[src/hdl/sdl_pkg.sv]
// Package of constants and types for the serial converter word loader
package sdl_pkg;
	localparam int unsigned FRAME_BITS = 16;
	localparam int unsigned CODE_BITS  = 10;
	localparam int unsigned CMD_BITS   = 3;
	localparam int unsigned SUB_BITS   = 3;
	localparam int unsigned CNT_W      = 5;
	// Field positions inside the frame, bit 15 arrives first
	localparam int unsigned CMD_TOP_POS  = 15;
	localparam int unsigned CMD_MID_POS  = 14;
	localparam int unsigned CMD_LOW_POS  = 13;
	localparam int unsigned CODE_MSB_POS = 12;
	localparam int unsigned CODE_LSB_POS = 3;
	localparam logic [CNT_W-1:0] FRAME_COUNT = 5'h10;
	localparam logic [CNT_W-1:0] CNT_RESET   = 5'h00;
	localparam logic [CNT_W-1:0] CNT_ONE     = 5'h01;
	localparam logic [CODE_BITS-1:0] CODE_RESET = 10'h000;
	localparam logic [FRAME_BITS-1:0] SHIFT_RESET = 16'h0000;
	// Serial clock limits
	localparam int unsigned SCLK_MAX_HZ = 10_000_000;
	typedef logic [CODE_BITS-1:0] sdl_code_t;
	typedef enum logic [1:0] {
		SDL_CMD_LOAD_BOTH  = 2'h0,
		SDL_CMD_LOAD_INPUT = 2'h1,
		SDL_CMD_TRANSFER   = 2'h2,
		SDL_CMD_OTHER      = 2'h3
	} sdl_cmd_e;
endpackage

[src/hdl/sdl_word_loader.sv]
// Serial converter word loader: 16-bit frame, double-buffered code, shutdown
// What this block does
// - A frame is exactly sixteen bits gathered in a sixteen-bit shift register.
// - MSB first: three command bits, ten code bits, three sub-bits.
// - Bits are accepted only while select is low; idle while high.
// - Data is sampled on each rising serial clock edge while selected.
// - Decode and register updates happen only at the rising edge of select.
// - Command x00 loads input and converter registers and leaves shutdown.
// - Command x01 loads the input register only.
// - Command x10 copies input to converter and leaves shutdown.
// - Command 111 enters shutdown; 011 does nothing; no register changes.
// - The serial port keeps working during shutdown.
// - Shutdown leaves the input register contents intact.
// - Shutdown drives the high-impedance control, released on exit.
// - Converter register holds straight binary, passed unchanged to the core.
// - Reset clears both input and converter registers to zero.
`timescale 1ns/10ps
`default_nettype none
module sdl_word_loader
	import sdl_pkg::*;
(
	input  wire logic          ref_clk,
	input  wire logic          rstn,
	input  wire logic          sel_n,
	input  wire logic          sclk,
	input  wire logic          sdata,
	output sdl_pkg::sdl_code_t input_code_q,
	output sdl_pkg::sdl_code_t converter_code_q,
	output logic               shutdown_q,
	output logic               hiz_ctrl_q
);
	import sdl_pkg::*;

	// ----------------------------------------
	// Input synchronisers
	// ----------------------------------------
	logic sel_n_s;
	logic sel_rise;
	logic sel_fall;
	logic sclk_rise;
	logic sdata_s;

	sdl_sync u_sel (
		.ref_clk   (ref_clk),
		.rstn      (rstn),
		.async_in  (sel_n),
		.reset_val (1'b1),
		.level_q   (sel_n_s),
		.rise      (sel_rise),
		.fall      (sel_fall)
	);
	sdl_sync u_sclk (
		.ref_clk   (ref_clk),
		.rstn      (rstn),
		.async_in  (sclk),
		.reset_val (1'b0),
		.level_q   (),
		.rise      (sclk_rise),
		.fall      ()
	);
	sdl_sync u_sdata (
		.ref_clk   (ref_clk),
		.rstn      (rstn),
		.async_in  (sdata),
		.reset_val (1'b0),
		.level_q   (sdata_s),
		.rise      (),
		.fall      ()
	);

	// ----------------------------------------
	// Shift register and edge counter
	// ----------------------------------------
	logic [FRAME_BITS-1:0] shift_q, shift_d;
	logic [CNT_W-1:0]      cnt_q, cnt_d;
	logic                  shift_en;

	assign shift_en = ~sel_n_s & sclk_rise;

	always_comb begin
		shift_d = shift_q;
		cnt_d   = cnt_q;
		if (sel_fall) begin
			cnt_d = CNT_RESET;
		end
		if (shift_en) begin
			shift_d = {shift_q[FRAME_BITS-2:0], sdata_s};
			if (cnt_d != FRAME_COUNT + CNT_ONE) begin
				cnt_d = cnt_d + CNT_ONE;
			end
		end
	end

	always_ff @(posedge ref_clk or negedge rstn) begin
		if (!rstn) begin
			shift_q <= SHIFT_RESET;
			cnt_q   <= CNT_RESET;
		end else begin
			shift_q <= shift_d;
			cnt_q   <= cnt_d;
		end
	end

	// ----------------------------------------
	// Decode at select rising edge
	// ----------------------------------------
	sdl_cmd_e  cmd;
	sdl_code_t code_field;
	logic      cmd_top;
	logic      frame_ok;
	sdl_code_t in_d, cv_d;
	logic      sd_d;

	assign cmd        = sdl_cmd_e'({shift_q[CMD_MID_POS], shift_q[CMD_LOW_POS]});
	assign cmd_top    = shift_q[CMD_TOP_POS];
	assign code_field = shift_q[CODE_MSB_POS:CODE_LSB_POS];
	assign frame_ok   = sel_rise & (cnt_q == FRAME_COUNT);

	always_comb begin
		in_d = input_code_q;
		cv_d = converter_code_q;
		sd_d = shutdown_q;
		if (frame_ok) begin
			unique case (cmd)
				SDL_CMD_LOAD_BOTH: begin
					in_d = code_field;
					cv_d = code_field;
					sd_d = 1'b0;
				end
				SDL_CMD_LOAD_INPUT: begin
					in_d = code_field;
				end
				SDL_CMD_TRANSFER: begin
					cv_d = input_code_q;
					sd_d = 1'b0;
				end
				SDL_CMD_OTHER: begin
					if (cmd_top) begin
						sd_d = 1'b1;
					end
				end
			endcase
		end
	end

	always_ff @(posedge ref_clk or negedge rstn) begin
		if (!rstn) begin
			input_code_q     <= CODE_RESET;
			converter_code_q <= CODE_RESET;
			shutdown_q       <= 1'b0;
			hiz_ctrl_q       <= 1'b0;
		end else begin
			input_code_q     <= in_d;
			converter_code_q <= cv_d;
			shutdown_q       <= sd_d;
			hiz_ctrl_q       <= sd_d;
		end
	end

	// ----------------------------------------
	// Assertions
	// ----------------------------------------
	property p_ignore_short;
		@(posedge ref_clk) disable iff (!rstn)
		(sel_rise && cnt_q != FRAME_COUNT) |=> $stable(input_code_q) && $stable(converter_code_q) && $stable(shutdown_q);
	endproperty
	a_ignore_short: assert property (p_ignore_short) else $error("bad frame changed state");

	property p_no_update_mid_frame;
		@(posedge ref_clk) disable iff (!rstn)
		!sel_rise |=> $stable(input_code_q) && $stable(converter_code_q);
	endproperty
	a_no_update_mid_frame: assert property (p_no_update_mid_frame) else $error("update outside select rise");

	property p_load_both;
		@(posedge ref_clk) disable iff (!rstn)
		(frame_ok && cmd == SDL_CMD_LOAD_BOTH) |=> converter_code_q == $past(code_field) && input_code_q == converter_code_q && !shutdown_q;
	endproperty
	a_load_both: assert property (p_load_both) else $error("load both failed");

	property p_load_input;
		@(posedge ref_clk) disable iff (!rstn)
		(frame_ok && cmd == SDL_CMD_LOAD_INPUT) |=> input_code_q == $past(code_field) && $stable(converter_code_q);
	endproperty
	a_load_input: assert property (p_load_input) else $error("load input failed");

	property p_transfer;
		@(posedge ref_clk) disable iff (!rstn)
		(frame_ok && cmd == SDL_CMD_TRANSFER) |=> converter_code_q == $past(input_code_q) && !shutdown_q;
	endproperty
	a_transfer: assert property (p_transfer) else $error("transfer failed");

	property p_shutdown;
		@(posedge ref_clk) disable iff (!rstn)
		(frame_ok && cmd == SDL_CMD_OTHER) |=> $stable(input_code_q) && $stable(converter_code_q) && shutdown_q == ($past(cmd_top) | $past(shutdown_q));
	endproperty
	a_shutdown: assert property (p_shutdown) else $error("shutdown or nop failed");

	property p_hiz;
		@(posedge ref_clk) disable iff (!rstn)
		!frame_ok |=> $stable(hiz_ctrl_q) && hiz_ctrl_q == shutdown_q;
	endproperty
	a_hiz: assert property (p_hiz) else $error("hiz control mismatch");

	property p_shift_sel_high;
		@(posedge ref_clk) disable iff (!rstn)
		sel_n_s |=> $stable(shift_q);
	endproperty
	a_shift_sel_high: assert property (p_shift_sel_high) else $error("shift while deselected");

	property p_shift_in;
		@(posedge ref_clk) disable iff (!rstn)
		shift_en |=> shift_q[0] == $past(sdata_s) && shift_q[FRAME_BITS-1:1] == $past(shift_q[FRAME_BITS-2:0]);
	endproperty
	a_shift_in: assert property (p_shift_in) else $error("shift in wrong");

	property p_count_saturates;
		@(posedge ref_clk) disable iff (!rstn)
		(cnt_q == FRAME_COUNT + CNT_ONE && !sel_fall) |=> cnt_q == FRAME_COUNT + CNT_ONE;
	endproperty
	a_count_saturates: assert property (p_count_saturates) else $error("edge count left saturation");
endmodule // sdl_word_loader
`default_nettype wire

[src/hdl/sdl_sync.sv]
// Two-flop synchroniser with registered edge detection
`timescale 1ns/10ps
`default_nettype none
module sdl_sync (
	input  wire logic ref_clk,
	input  wire logic rstn,
	input  wire logic async_in,
	input  wire logic reset_val,
	output logic      level_q,
	output logic      rise,
	output logic      fall
);
	logic meta_q;
	logic sync_q;
	logic prev_q;
	always_ff @(posedge ref_clk or negedge rstn) begin
		if (!rstn) begin
			meta_q <= 1'b0;
			sync_q <= 1'b0;
			prev_q <= 1'b0;
		end else begin
			meta_q <= async_in ^ reset_val;
			sync_q <= meta_q;
			prev_q <= sync_q;
		end
	end
	assign level_q = sync_q ^ reset_val;
	assign rise    = (sync_q ^ reset_val) & ~(prev_q ^ reset_val);
	assign fall    = ~(sync_q ^ reset_val) & (prev_q ^ reset_val);
endmodule // sdl_sync
`default_nettype wire

[config.mk]
export PLATFORM = sky130hd
export DESIGN_NAME = sdl_word_loader
export DESIGN_NICKNAME = d
export VERILOG_FILES = /design/src/hdl/sdl_pkg.sv /design/src/hdl/sdl_word_loader.sv /design/src/hdl/sdl_sync.sv
export SDC_FILE = /design/constraint.sdc
export NUM_CORES = 1
export LEC_CHECK = 0
export ABC_AREA = 1
export BUFFER_PORTS_ARGS = -buffer_cell sky130_fd_sc_hd__buf_2
export CAP_MARGIN = 20
export CORE_MARGIN = 2
export CORE_UTILIZATION = 45
export DETAILED_ROUTE_END_ITERATION = 16
export PLACE_DENSITY = 0.76
export RECOVER_POWER = 50
export SLEW_MARGIN = 0
export SYNTH_ARGS = -nofsm -noshare
export SYNTH_HDL_FRONTEND = slang
export SYNTH_HIERARCHICAL = 1
export SYNTH_SLANG_ARGS = --single-unit
export TNS_END_PERCENT = 100
[constraint.sdc]
create_clock -name ref_clk -period 1.6 [get_ports ref_clk]
set_clock_uncertainty 0.15 [all_clocks]
set_input_delay 0.32 -clock ref_clk [delete_from_list [all_inputs] [get_ports ref_clk]]
set_output_delay 0.32 -clock ref_clk [all_outputs]
set_load 0.02 [all_outputs]
==> flow_summary.ini <==
[die]
die_w_um = 75.5
start_util = 0.459
die_h_um = 75.5
dieArea_sq_mm = 0.00569
num_rows = 26
ios = 27
coreArea_sq_mm = 0.00501

[global_route]
grt_use_met3 = 0.0331
grt_pass1_wl_um = 7220
grt_util_met2 = 0.265
antenna_found_initial = 0
grtUsageTotal = 0.165
grt_pass1_vias = 1672
grt_max_degree = 51
grt_busiest_layer = met2
grt_overflow = 0
met1_usage = 0.223

[pwr]
internal_power_mw = 1.93
p_leak_nw = 1.58
switching_power_mw = 0.886
pwr-share-comb = 0.187
power_per_cell_area_mw_per_mm2 = 1040
sequentialPowerShare = 0.571
ir_drop_mv = 0.462
p_sw_frac = 0.314
clockPowerShare = 0.241

[critical_path]
cpMostUsedCell = nand2_1
cp.arrival_ps = 1600
end_kind = register
ff2ff_setup_slack_ps = 90
crit_chain = nand2_1 -> nand2_1 -> nor2_1 -> nand2_1 -> inv_2 -> nand2_4 -> nor2_8 -> buf_6 -> nand3_1 -> nand2_1
required_ps = 1690
max_stage_delay_ps = 420
r2r-end = input_code_q[1]
cp_max_fo = 10
crit_path_start = u_sel/sync_q
worstReg2RegStart = u_sel/sync_q
critical_path_class = register to register
r2r_cells = 10
crit_path_start_kind = register
cp_slowest_cell = dfrtp_1

[clock_tree]
clkLatencyLatePin_ps = 300
htreeDepth = 2
clk_path_buf_depth = 2
root_buffer = clkbuf_8
numCtsBuffers = 5
cts_sinks = 50
cts_tree = done
clkTransAtPathRegs_ps = 80

[placement]
gp_congestion = 0.829
portBuffers = 26
place_worst_setup_slack_ps = 28.3
dp_hpwl_um = 2990
dp.cells = 394

[synthesis]
synthCells = 290
synth_area_sq_mm = 0.00230
synth.avg_cell_area_sq_um = 7.92
yosys_warnings = 6

[cells_and_area]
insertedDiodeCount = 0
finish.utilization = 0.542
area_growth_pct = 18.2
stdcell_count = 404
nets = 339
layout-drive-gt1-share = 0.195

[route]
vias = 1895
wl_per_cell_um = 10.8
drcViolationCount = 0
firstDrtPassIters = 6
viasPerCell = 4.69
drtIter0Drc = 186
wl_um = 4380
ant_nets = 0

[timing]
rsz0062_at_grt = true
worst_slack_ps = 93.3
hold_violations = 0
fin_crit_sh = 0.942
fmax_ghz = 0.664
period_needed_ps = 1510
holdWs_ps = 53.4
slew_headroom = 0.556
slew_viol_final = 0
worst_pin_slew_ps = 667
finalSetupViolations = 0

[job]
maxCapViolations = 0

[min_path]
hold_class = input pin to register
hold_depth = 2
hold_path.startpoint = sel_n
min_to = u_sel/meta_q

[run_status]
outcome = finished clean
[power groups by stage]
stage          Sequential [mW]  Combinational, mW  Clock (mW)
2_1_floorplan             1.59              0.370           0
3_3_place_gp              1.62              0.486           0
3_5_place_dp              1.63              0.499           0
4_1_cts                   1.60              0.505       0.699
5_1_grt                   1.63              0.611       0.756
6_report                  1.61              0.527       0.680
[flip-flops by register name (all words and copies together), names as in the netlist]
name / count
cnt_q: 5
converter_code_q: 10
hiz_ctrl_q: 1
input_code_q: 10
shift_q: 16
u_sclk/meta_q: 1
u_sclk/prev_q: 1
u_sclk/sync_q: 1
u_sdata/meta_q: 1
u_sdata/sync_q: 1
u_sel/meta_q: 1
u_sel/prev_q: 1
u_sel/sync_q: 1
[through the flow]
step | power, mW | setup TNS [ps] | cell area [sq um]
floorplan | 1.96 | 0 | 2340
global placement | 2.11 | 0 | 2570
detailed placement | 2.13 | 0 | 2570
CTS | 2.81 | 0 | 2660
global route | 3.00 | -321 | 2720
finish | 2.82 | 0 | 2720
[how the worst max path moves through the flow]
stage / cells after the start / slack, ps / endpoint
finish: 10 / 90 / input_code_q[1]
global route: 10 / -40 / input_code_q[2]
CTS: 10 / 10 / cnt_q[3]
detailed placement: 10 / 30 / cnt_q[4]
global placement: 10 / 90 / cnt_q[3]
floorplan: 10 / 150 / cnt_q[3]
[routing by layer]
layer,vias up,wire [um]
met5,-,0
met4,0,110
met3,16,230
met2,61,2030
met1,859,2000
li1,959,-
[critical path: cells and delay by family (launching register included)]
family / cells / cell delay, ps
buffers and inverters: 2 / 230
DFF: 1 / 420
and+or+nand+nor: 8 / 640
[cell type report]
class	count	area (sq um)
inverters	19	71.3
clock inverters	2	10.0
clock buffers	5	68.8
multi-input cells	221	985
fillers	484	2290
repair buffers	37	243
well taps	70	87.6
flip-flops and latches	50	1250
[layout by cell type, fill, tap and decap left out]
cell	n
inv_1	13
nand3_1	31
nor2_1	9
nand2_2	7
nor2_4	1
clkbuf_4	1
dfrtp_1	50
nand3b_1	2
nand2_1	141
clkinv_2	2
nand2_4	3
dlygate4sd3_1	1
nor2_2	2
clkbuf_8	5
buf_8	1
nor2_8	1
buf_12	1
buf_4	5
inv_2	5
buf_2	26
xor2_1	3
buf_6	2
nand3_2	3
conb_1	13
clkinv_1	1
a21oi_1	2
o21ai_0	3
[what timing repair did]
action,in CTS,in global routing
hold endpoints to repair,50,0
hold buffers,1,0
gates resized for setup,0,16
setup buffers,0,2
setup endpoints to repair,0,24
Note: power is estimated with default switching activity, not from simulation.
